**src/core/host_port_pkg.sv**
```systemverilog
/*
 * Constants and types shared by the quad UART host bus port.
 * Assumes a single system clock with every pin input resynchronised.
 */
package host_port_pkg;
    localparam int DATA_W = 8;
    localparam int IDX_W = 3;
    localparam int CHAN_W = 2;
    localparam int NUM_CHAN = 4;
    localparam int SYNC_STAGES = 2;
    // Reset values
    localparam logic [7:0] DATA_RESET = 8'h00;
    localparam logic [2:0] IDX_RESET = 3'h0;
    localparam logic [1:0] CHAN_RESET = 2'h0;
    localparam logic [3:0] SEL_IDLE = 4'hF;
    // Channel select bit positions in the low-strap style
    localparam int CS_DEVICE_BIT = 0;
    localparam int CS_CHAN_LOW_BIT = 1;
    localparam int CS_CHAN_HIGH_BIT = 2;

    typedef enum logic [1:0] {
        ST_IDLE,
        ST_FETCH,
        ST_READ,
        ST_WRITE
    } access_state_t;
endpackage

```
**src/core/pin_sample_if.sv**
```systemverilog
/*
 * Synchronised host pin levels passed from the sampler to the port logic.
 * Assumes both ends share the system clock.
 */
`timescale 1ns/1ps
interface pin_sample_if;
    import host_port_pkg::*;
    logic [DATA_W-1:0] data;
    logic read_strobe_n;
    logic write_strobe_n;
    logic [NUM_CHAN-1:0] select_n;
    logic [IDX_W-1:0] index;
    logic bus_style;

    modport producer (
        output data, read_strobe_n, write_strobe_n, select_n, index, bus_style
    );
    modport consumer (
        input data, read_strobe_n, write_strobe_n, select_n, index, bus_style
    );
endinterface

```
**src/core/pin_sampler.sv**
```systemverilog
/*
 * Two flip-flop resynchroniser for every host bus pin input.
 * Assumes pins are asynchronous to clk_sys_i; first stage feeds only the second.
 */
`timescale 1ns/1ps
module pin_sampler
    import host_port_pkg::*;
(
    // Clock and control
    input wire logic clk_sys_i,
    input wire logic reset_i,
    input wire logic ce_i,
    // Raw pins
    input wire logic [DATA_W-1:0] data_in_i,
    input wire logic host_read_strobe_n_i,
    input wire logic host_write_strobe_n_i,
    input wire logic [NUM_CHAN-1:0] select_n_i,
    input wire logic [IDX_W-1:0] register_index_i,
    input wire logic bus_style_i,
    // Synchronised levels
    pin_sample_if.producer smp
);
    localparam int W = DATA_W + NUM_CHAN + IDX_W + 3;
    localparam logic [W-1:0] IDLE_VEC = {DATA_RESET, 1'b1, 1'b1, SEL_IDLE, IDX_RESET, 1'b1};

    logic [W-1:0] stage [SYNC_STAGES];
    logic [W-1:0] raw;

    assign raw = {data_in_i, host_read_strobe_n_i, host_write_strobe_n_i,
                  select_n_i, register_index_i, bus_style_i};

    always_ff @(posedge clk_sys_i) begin
        if (reset_i) begin
            for (int i = 0; i < SYNC_STAGES; i++) begin
                stage[i] <= IDLE_VEC;
            end
        end else if (ce_i) begin
            stage[0] <= raw;
            for (int i = 1; i < SYNC_STAGES; i++) begin
                stage[i] <= stage[i-1];
            end
        end
    end

    assign {smp.data, smp.read_strobe_n, smp.write_strobe_n,
            smp.select_n, smp.index, smp.bus_style} = stage[SYNC_STAGES-1];
endmodule

```
**src/core/quad_uart_host_bus_port.sv**
```systemverilog
/*
 * Host parallel bus port of a four channel UART: strobe or select/direction
 * bus style, chosen by a strap, turned into register read and write requests.
 * Assumes the channel register file answers rdata_i combinationally from
 * reg_channel_o and reg_index_o, and that ce_i stays high for the assertions.
 */
`timescale 1ns/1ps
module quad_uart_host_bus_port
    import host_port_pkg::*;
(
    // Clock and control
    input wire logic clk_sys_i,
    input wire logic reset_i,
    input wire logic ce_i,
    // Host pins
    input wire logic [DATA_W-1:0] data_in_i,
    output logic [DATA_W-1:0] data_out_o,
    output logic data_oe_o,
    input wire logic host_read_strobe_n_i,
    input wire logic host_write_strobe_n_i,
    input wire logic first_channel_select_n_i,
    input wire logic second_channel_select_n_i,
    input wire logic third_channel_select_n_i,
    input wire logic fourth_channel_select_n_i,
    input wire logic [IDX_W-1:0] register_index_i,
    input wire logic bus_style_i,
    // Channel register side
    output logic reg_read_o,
    output logic reg_write_o,
    output logic [CHAN_W-1:0] reg_channel_o,
    output logic [IDX_W-1:0] reg_index_o,
    output logic [DATA_W-1:0] reg_wdata_o,
    input wire logic [DATA_W-1:0] rdata_i
);
    pin_sample_if smp ();

    pin_sampler u_sampler (
        .clk_sys_i(clk_sys_i),
        .reset_i(reset_i),
        .ce_i(ce_i),
        .data_in_i(data_in_i),
        .host_read_strobe_n_i(host_read_strobe_n_i),
        .host_write_strobe_n_i(host_write_strobe_n_i),
        .select_n_i({fourth_channel_select_n_i, third_channel_select_n_i,
                     second_channel_select_n_i, first_channel_select_n_i}),
        .register_index_i(register_index_i),
        .bus_style_i(bus_style_i),
        .smp(smp)
    );

    access_state_t state;
    logic any_sel;
    logic [CHAN_W-1:0] sel_chan;
    logic rd_req;
    logic wr_req;
    logic req_live;
    logic [DATA_W-1:0] held_data;

    // Channel decode per bus style
    always_comb begin
        any_sel = 1'b0;
        sel_chan = CHAN_RESET;
        if (smp.bus_style) begin
            // Lowest select wins if several are low
            for (int i = NUM_CHAN - 1; i >= 0; i--) begin
                if (!smp.select_n[i]) begin
                    any_sel = 1'b1;
                    sel_chan = CHAN_W'(i);
                end
            end
        end else begin
            any_sel = !smp.select_n[CS_DEVICE_BIT];
            sel_chan = {smp.select_n[CS_CHAN_HIGH_BIT],
                        smp.select_n[CS_CHAN_LOW_BIT]};
        end
    end

    // Access requests per bus style
    always_comb begin
        if (smp.bus_style) begin
            rd_req = any_sel && !smp.read_strobe_n;
            wr_req = any_sel && !smp.write_strobe_n && smp.read_strobe_n;
        end else begin
            rd_req = any_sel && smp.write_strobe_n;
            wr_req = any_sel && !smp.write_strobe_n;
        end
    end

    assign req_live = (state == ST_WRITE) ? wr_req : rd_req;

    // Transaction sequencing
    always_ff @(posedge clk_sys_i) begin
        if (reset_i) begin
            state <= ST_IDLE;
        end else if (ce_i) begin
            case (state)
                ST_IDLE: begin
                    if (rd_req) begin
                        state <= ST_FETCH;
                    end else if (wr_req) begin
                        state <= ST_WRITE;
                    end
                end
                ST_FETCH: begin
                    state <= req_live ? ST_READ : ST_IDLE;
                end
                ST_READ: begin
                    if (!req_live) begin
                        state <= ST_IDLE;
                    end
                end
                ST_WRITE: begin
                    if (!req_live) begin
                        state <= ST_IDLE;
                    end
                end
                default: begin
                    state <= ST_IDLE;
                end
            endcase
        end
    end

    // Address capture at the start of a transaction
    always_ff @(posedge clk_sys_i) begin
        if (reset_i) begin
            reg_channel_o <= CHAN_RESET;
            reg_index_o <= IDX_RESET;
        end else if (ce_i && state == ST_IDLE && (rd_req || wr_req)) begin
            reg_channel_o <= sel_chan;
            reg_index_o <= smp.index;
        end
    end

    // Read request pulse and bus drive
    always_ff @(posedge clk_sys_i) begin
        if (reset_i) begin
            reg_read_o <= 1'b0;
            data_out_o <= DATA_RESET;
            data_oe_o <= 1'b0;
        end else if (ce_i) begin
            reg_read_o <= (state == ST_IDLE) && rd_req;
            if (state == ST_FETCH && req_live) begin
                data_out_o <= rdata_i;
                data_oe_o <= 1'b1;
            end else if (state != ST_READ || !req_live) begin
                data_oe_o <= 1'b0;
            end
        end
    end

    // Write data follows the bus while the strobe is low
    always_ff @(posedge clk_sys_i) begin
        if (reset_i) begin
            held_data <= DATA_RESET;
            reg_write_o <= 1'b0;
            reg_wdata_o <= DATA_RESET;
        end else if (ce_i) begin
            reg_write_o <= 1'b0;
            if ((state == ST_IDLE || state == ST_WRITE) && wr_req) begin
                held_data <= smp.data;
            end
            if (state == ST_WRITE && !req_live) begin
                reg_write_o <= 1'b1;
                reg_wdata_o <= held_data;
            end
        end
    end
endmodule

```
**config.mk**
```make
export PLATFORM = sky130hd
export DESIGN_NAME = quad_uart_host_bus_port
export DESIGN_NICKNAME = d
export VERILOG_FILES = /design/src/core/host_port_pkg.sv /design/src/core/pin_sample_if.sv /design/src/core/pin_sampler.sv /design/src/core/quad_uart_host_bus_port.sv
export SDC_FILE = /design/constraint.sdc
export NUM_CORES = 1
export LEC_CHECK = 0
export BUFFER_PORTS_ARGS = -buffer_cell sky130_fd_sc_hd__buf_2
export CORE_ASPECT_RATIO = 0.8
export CORE_MARGIN = 8
export CORE_UTILIZATION = 35
export DETAILED_ROUTE_END_ITERATION = 12
export PLACE_DENSITY = 0.53
export SKIP_LAST_GASP = 1
export SLEW_MARGIN = 20
export SYNTH_ARGS = -nofsm -noshare
export SYNTH_HDL_FRONTEND = slang
export SYNTH_HIERARCHICAL = 1
export SYNTH_SLANG_ARGS = --single-unit
```
**constraint.sdc**
```tcl
create_clock -name clk_sys_i -period 1.95 [get_ports clk_sys_i]
set_input_delay 0 -clock clk_sys_i [delete_from_list [all_inputs] [get_ports clk_sys_i]]
set_output_delay 0 -clock clk_sys_i [all_outputs]
set_load 0.02 [all_outputs]
```
# == After elaboration in Yosys (flattened, before gate mapping) ==
# Memories as Yosys holds them, arrays and structs flattened.
# Cells that the tools add are included.
# totals
reg_bits,34
ramBits,36
elab_cells,71
mem_count,1
# memory_table
memory,words,word_bits,rd,rd_ports_with_merged_regs,write_ports,line_no,rtl
u_sampler.stage,2,18,2,0,2,pin_sampler.sv:26,logic [W-1:0] stage [SYNC_STAGES];
# classes
n_eq_ne,6
mux,28
n_bitwise,2
reduce_logical,25
# ops
op,n
two-way mux 18 bit,2
two-way mux 2 bit,9
two-way mux 1 bit,16
logical AND 1 bit,10
AND reduction 2 bit,4
one-hot mux 2 bit (3 select lines),1
"equality test 2 bit, second input constant",2
logical NOT 1 bit,4
"inequality test 2 bit, second input constant",2
logical OR 1 bit,3
"inequality test 3 bit, second input constant",1
AND reduction 3 bit,1
"equality test 2 x 1 -> 1 bit, second input constant",1
logical NOT 2 bit,1
bitwise OR 1 bit,2
nonzero test 2 bit,1
OR reduction 2 bit,1

# == Longest topological paths before layout ==
# Gate-level depths: netlist (run 1).
# depth
word_depth,13
mapped_depth,7

# == Hierarchy ==
# Netlist (run 1), hierarchy kept.
# modules_own_cells
module,n_inst,cells_each,area_each_um2,seq_area_each_um2
pin_sampler,1,94,1549.0,1081.0
quad_uart_host_bus_port,1,153,1471.4,680.7

# == Worst setup path before layout (run 1) ==
# No wires, ideal clock.
# synth_path
path_kind,register to register
from,register state[0]
to,register state[1]
arrival_time_ns,1.742
required_ns,1.880
setup_slack_ns,0.138
path_stages_with_launch,7
path_buffers,0
period_less_slack_ns,1.812
path_cell_list,dfxtp_1 > ha_1 > inv_2 > and4_1 > o31a_1 > or4_1 > a21oi_1
# synth_via
elab_chain_len,4
elab_cells_between_ends,11
cone_classes,eq/ne: 5; mux: 3; reduce/logical: 3
# synth_rtl
item,line_no,rtl
start: declaration,quad_uart_host_bus_port.sv:51,access_state_t state;
start signal: assignment,quad_uart_host_bus_port.sv:105,state <= req_live ? ST_READ : ST_IDLE;
equality test 2 bit (on tied branches),"quad_uart_host_bus_port.sv:89, quad_uart_host_bus_port.sv:96",
two-way mux 1 bit or OR reduction 2 bit (tied branches),--,
two-way mux 2 bit or inequality test 2 bit (tied branches),--,
one-hot mux 2 bit (3 select lines) or AND reduction 3 bit (tied branches),--,
# Parallel ways exist; a longest one is shown, timed or not.
# A chain may end at the register's enable or synchronous reset.

# == Worst setup path after layout (run 1) ==
# layout_path
from,register state[1]
to,register state[1]
# The elaborated chain is that of the path after synthesis.

==> impl_metrics.py, run 1 <==
metrics = {
    "yosys": {
        "synth_cells": 247,
        "synth_largest_area_cell": "edfxtp_1",
        "ys_warn_count": 6,
        "synth-seq-area-share_pct": 58.3,
        "ys_ff_latch": 70,
        "synth_top_area_share_pct": 35.8,
        "syn_area_per_cell_um2": 12.2,
        "syn_area_mm2": 0.00302,
        "ys_types": 37,
        "synth_nets": 280,
        "synth_area_leaders": "edfxtp_1 36%, dfxtp_1 23%, mux2i_1 9.3%",
    },
    "detailed_routing": {
        "num_vias": 1973,
        "first_iter_violations": 73,
        "ant_nets": 0,
        "viasPerCell": 4.55,
        "wl_per_cell_um": 12.9,
        "drc": 0,
        "dr.pass1.iters": 4,
        "wirelength_um": 5580,
    },
    "global_route": {
        "grt_pass1_vias": 1983,
        "grt_max_degree": 43,
        "antenna_found_initial": 0,
        "use_met1_pct": 12.4,
        "gr-total-overflow": 0,
        "groute.usage.overall_pct": 9.90,
        "grtUsageMet2_pct": 14.1,
        "grt_use_met3_pct": 5.15,
        "grt_busiest_layer": "met2",
        "grt_first_pass_wirelength_um": 9500,
    },
    "clock_tree": {
        "clock_path_buffers": 2,
        "tritoncts": "done",
        "clkLatencyLatePin_ps": 340,
        "cts_htree_levels": 3,
        "root_buffer": "clkbuf_8",
        "cts_sinks": 70,
        "cts_buffers": 9,
        "path_clk_slew_ps": 70,
    },
    "sta": {
        "setup_viol": 0,
        "worst_pin_slew_ps": 555,
        "hold_viol": 0,
        "fmax_mhz": 528,
        "period_minus_slack_ps": 1890,
        "drv_slew": 0,
        "period_share_pct": 97.2,
        "rsz0062_at_grt": "yes",
        "relSlewSlack_pct": 63.0,
        "skew_ps": 10.4,
    },
    "layout": {
        "layout-drive-gt1-share_pct": 28.6,
        "post-route-cell-area_mm2": 0.00385,
        "finalNetCount": 351,
        "multi_input_area_mm2": 0.00107,
        "fillers": 777,
        "seq_area_mm2": 0.00177,
        "num_antenna_cells": 0,
        "area_growth_syn_to_layout_pct": 27.3,
        "stdcell_count": 434,
    },
    "worst_setup_path": {
        "crit_path_end_kind": "register",
        "critPathKind": "register to register",
        "startpoint_type": "register",
        "critPathArrivalTime_ps": 2170,
        "crit_required_ps": 2220,
        "critPathMaxFanout": 5,
    },
    "placed_design": {
        "hpwlAfterDp_um": 3620,
        "gp_congestion": 0.726,
        "numPortBuffers": 52,
        "post_dp_cell_area_mm2": 0.00329,
        "dp_cells": 390,
    },
    "die": {
        "ios": 53,
        "die_area_mm2": 0.0119,
        "dieWidth_um": 120,
        "core-area_mm2": 0.00845,
        "die_y_um": 99.1,
        "placementRows": 30,
        "start_util_pct": 35.8,
    },
    "pwr": {
        "irDropWorstVdd_mv": 0.468,
        "total_power_uw": 3270,
        "pwr_density_cell_mw_per_mm2": 850,
        "power_leakage_uw": 0.00173,
    },
    "worst_hold_path": {
        "hold_path.class": "input port to register",
    },
    "run": {
        "drv_cap": 0,
    },
    "outcome": {
        "outcome": "complete, no violations",
    },
}
==> power by group <==
part           total, uW  internal, uW  switching (uW)  leakage, uW
Clock               1370           842             527     0.000115
Sequential          1640          1610            26.8     0.000640
Combinational        259           133             126     0.000975
==> state kept, by name (all words and copies together), names as in the netlist <==
signal,count
reg_channel_o,2
state,2
u_sampler/stage,36
data_out_o,8
reg_index_o,3
data_oe_o,1
reg_write_o,1
held_data,8
reg_wdata_o,8
reg_read_o,1
==> cells by family (layout without fill, tap and decap cells) <==
kind of cell	Yosys count	in the layout	share of synthesized area, %
AO/OA/AOI/OAI	19	19	3.89
XOR/XNOR	1	1	0.290
adder cells (fa/ha/maj)	4	4	1.66
buffers and inverters	36	111	7.17
flip-flops	70	70	58.3
multiplexers	28	28	9.28
AND/OR/NAND/NOR	89	89	19.4
==> critical path, stage by stage, from the launching register on <==
cell and delay (ps):
dfxtp_1 410, ha_4 190, inv_2 50, and4_1 190
o31a_1 310, or4_4 550, a21oi_2 130
==> layout by cell type, fill, tap and decap left out, drive strengths merged, types with 2 or more instances in the layout <==
cell / netlist / routed
edfxtp: 36 / 36
clkinv: 0 / 2
nand2b: 2 / 2
a21oi: 6 / 6
nor2: 33 / 33
and3b: 22 / 22
nand2: 2 / 2
bufinv: 0 / 3
dlygate4sd3: 0 / 26
nand4: 2 / 2
a31oi: 2 / 2
buf: 23 / 63
mux2i: 28 / 28
inv: 6 / 6
and3: 3 / 3
o21ai: 4 / 4
ha: 4 / 4
clkbuf: 7 / 10
nor2b: 2 / 2
or3b: 14 / 14
and4: 2 / 2
a211oi: 4 / 4
dfxtp: 34 / 34
==> layer usage <==
layer	routed length [um]	up-vias	part of all wire (%)
met5	0	-	0
met1	2790	901	50
met2	2320	57	42
met3	396	9	7.1
li1	-	1006	-
met4	72	0	1.3
==> timing repair <==
item	4_1_cts	5_1_grt
buffers inserted	0	3
hold buffers	26	0
gates resized for setup	2	7
hold endpoints to repair	26	0
gates cloned	0	0
pin swaps	0	1
setup endpoints to repair	1	4
==> per-stage QoR <==
stage / setup slack, ps / hold WS, ps / setup TNS [ps] / util [%]
floorplan: 138 / 144 / 0 / -
global placement: 58.1 / 239 / 0 / 39.0
detailed placement: -11.4 / 243 / -11.4 / 39.0
CTS: 11.2 / 126 / 0 / 44.9
global route: -29.0 / 156 / -29.0 / 45.5
finish: 55.3 / 141 / 0 / 45.5
==> final cells by class <==
type / instances / area share, %
Clock buffer: 9 / 3.22
Clock inverter: 6 / 2.90
Inverter: 6 / 0.586
Multi-Input combinational cell: 141 / 27.9
Sequential cell: 70 / 45.9
Tap cell: 112 / 3.64
Timing Repair Buffer: 90 / 15.8
==> path summary, 6_finish.rpt <==
path	start	endpoint	slack, ps	cells past startpoint
setup reg to reg	state[1]$_SDFFE_PP0P_	state[1]$_SDFFE_PP0P_	60	6
setup / recovery	state[1]$_SDFFE_PP0P_	state[1]$_SDFFE_PP0P_	60	6
hold / removal	ce_i	reg_read_o$_SDFFE_PP0P_	140	3
hold reg to reg	u_sampler/stage[0][34]$_SDFFCE_PN0P_	held_data[6]$_SDFFE_PP0P_	480	2
==> Yosys cell counts, drive strengths merged <==
cell / count
nor2: 33
nand2b: 2
or3b: 14
or4: 1
nand4: 2
nand4b: 1
and4: 2
ha: 4
and3: 3
and4b: 1
o31ai: 1
a211oi: 4
xor2: 1
mux2i: 28
buf: 23
o31a: 1
inv: 6
edfxtp: 36
a21oi: 6
and3b: 22
clkbuf: 7
or2: 1
nand2: 2
nor2b: 2
nor3: 1
and4bb: 1
and2: 1
dfxtp: 34
o21ai: 4
a311oi: 1
a31oi: 2
(Power assumes the default switching activity.)
==> run 2: changes to the inputs <==
==> constraint.sdc (replaced) <==
create_clock -name clk_sys_i -period 1.95 [get_ports clk_sys_i]
set_input_delay 0.195 -clock clk_sys_i [delete_from_list [all_inputs] [get_ports clk_sys_i]]
set_output_delay 0.195 -clock clk_sys_i [all_outputs]
set_load 0.02 [all_outputs]
==> run 2 against run 1 <==
Net effect: routed wire length shrank 3.4%; sequential share of layout area grew 3.8 points; register-to-register slack is essentially flat; power shrank 4.3%; sequential power is essentially flat; first-iteration DRC count shrank 16%; core utilization shrank 3.5 points; final area shrank 7.6%; worst setup slack lost 10 ps; global-route usage shrank 0.56 points; critical path depth is the same; maximum frequency shrank 0.54%; critical path type unchanged; critical endpoint unchanged; largest cell class unchanged; largest power group unchanged.
==> impl_metrics.py, run 2 (synthesis gave the netlist of run 1 again) <==
metrics = {
    "placed_design": {
        "dp_worst_setup_slack_ps": -3.53,
        "dp_cells": 390,
        "numPortBuffers": 52,
        "hpwlAfterDp_um": 3640,
        "gp_congestion": 0.760,
    },
    "pwr": {
        "p_switching_uw": 661,
        "p_int_uw": 2470,
        "power_leakage_uw": 0.00161,
        "swShare_pct": 21.1,
        "irDropWorstVdd_mv": 0.402,
        "total_power_uw": 3130,
        "clkPwrFrac_pct": 40.8,
        "p_comb_share_pct": 6.6,
        "seq_power_share_pct": 52.6,
        "pwr_density_cell_mw_per_mm2": 880,
    },
    "detailed_routing": {
        "first_iter_violations": 61,
        "ant_nets": 0,
        "wirelength_um": 5390,
        "dr.pass1.iters": 6,
        "drc": 0,
        "wl_per_cell_um": 13.2,
        "viasPerCell": 4.55,
        "num_vias": 1857,
    },
    "layout": {
        "layout-drive-gt1-share_pct": 29.7,
        "layout_commonest_cell": "buf_2",
        "area_growth_syn_to_layout_pct": 17.6,
        "final_cell_mix": "52 x buf_2, 36 x edfxtp_1, 33 x dfxtp_1",
        "fin_util_pct": 42.1,
        "num_antenna_cells": 0,
        "fillers": 817,
        "max_flop_register": "u_sampler/stage",
        "finalNetCount": 324,
        "largest_reg_flops": 36,
        "stdcell_count": 408,
    },
    "sta": {
        "relSlewSlack_pct": 44.4,
        "fmax_mhz": 525,
        "skew_ps": 8.55,
        "rsz0062_at_grt": "yes",
        "setup_viol": 0,
        "layout_setup_ws_ps": 45.1,
        "period_share_pct": 97.7,
        "period_minus_slack_ps": 1900,
        "hold_viol": 0,
        "worst_pin_slew_ps": 833,
        "drv_slew": 0,
    },
    "die": {
        "core-area_mm2": 0.00845,
        "dieWidth_um": 120,
        "start_util_pct": 35.8,
        "die_y_um": 99.1,
        "ios": 53,
        "placementRows": 30,
        "die_area_mm2": 0.0119,
    },
    "worst_setup_path": {
        "critPathArrivalTime_ps": 2170,
        "rrSetupSlack_ps": 50,
        "startpoint_type": "register",
        "critPathKind": "register to register",
        "crit_path_end_kind": "register",
        "crit_required_ps": 2210,
        "critPathMaxFanout": 4,
    },
    "global_route": {
        "grt_max_degree": 42,
        "gr-total-overflow": 0,
        "grt_first_pass_wirelength_um": 8930,
        "antenna_found_initial": 0,
        "grt_pass1_vias": 1850,
        "groute.usage.overall_pct": 9.34,
    },
    "clock_tree": {
        "ctsHoldBuffers": 0,
        "root_buffer": "clkbuf_8",
        "path_clk_slew_ps": 70,
        "cts_htree_levels": 3,
        "clkLatencyLatePin_ps": 330,
        "clock_path_buffers": 2,
        "tritoncts": "done",
        "cts_buffers": 9,
        "cts_sinks": 70,
    },
    "outcome": {
        "outcome": "complete, no violations",
    },
    "worst_hold_path": {
        "hold_path.class": "input port to register",
    },
    "run": {
        "drv_cap": 0,
    },
}
-- run 2: layout make-up --
cell class	instances	area, um2	area share (%)
clock buffers	11	141	3.98
inverters	6	22.5	0.634
flip-flops and latches	70	1770	49.7
multi-input cells	141	1060	29.8
clock inverters	5	82.6	2.32
well taps	112	140	3.94
repair buffers	63	343	9.65
-- run 2: path summary, 6_finish.rpt --
path / from / cells past startpoint / to
min reg2reg: u_sampler/stage[0][30]$_SDFFCE_PN0P_ / 2 / held_data[2]$_SDFFE_PP0P_
max reg2reg: state[0]$_SDFFE_PP0P_ / 6 / state[1]$_SDFFE_PP0P_
max: state[0]$_SDFFE_PP0P_ / 6 / state[1]$_SDFFE_PP0P_
min: rdata_i[6] / 3 / data_out_o[6]$_SDFFE_PP0P_
-- run 2: through the flow --
step                setup TNS [ps]  hold WS [ps]  cell area [um2]
floorplan                        0           339             3020
global placement                 0           433             3290
detailed placement           -3.53           437             3290
CTS                              0          70.9             3520
global route                 -42.8          79.0             3550
finish                           0          93.9             3550
-- run 2: what timing repair did --
item / CTS / global route
resized for setup: 2 / 3
pin swaps: 0 / 3
endpoints found under the setup margin: 1 / 11
buffers inserted: 0 / 2
-- run 2: worst max-delay path, stage by stage (launching register included) --
cell and delay, ps:
dfxtp_4 370, inv_1 60, ha_1 210, and4bb_1 200, o31a_1 340, or4_1 530
a21oi_2 130
-- run 2: metal layers --
layer,GRT usage [%],vias up,wire length [um]
met5,0,-,0
met4,2.87,0,40
met3,5.21,5,391
met2,13.1,56,2210
met1,11.9,841,2750
li1,-,955,-
-- run 2: power groups by stage --
| stage | Combinational, uW | Sequential [uW] | Clock (uW) |
|---|---|---|---|
| 6_report | 207 | 1640 | 1280 |
| 5_1_grt | 233 | 1650 | 1400 |
| 4_1_cts | 204 | 1640 | 1330 |
| 3_5_place_dp | 203 | 1680 | 0 |
| 3_3_place_gp | 202 | 1670 | 0 |
| 2_1_floorplan | 156 | 1670 | 0 |
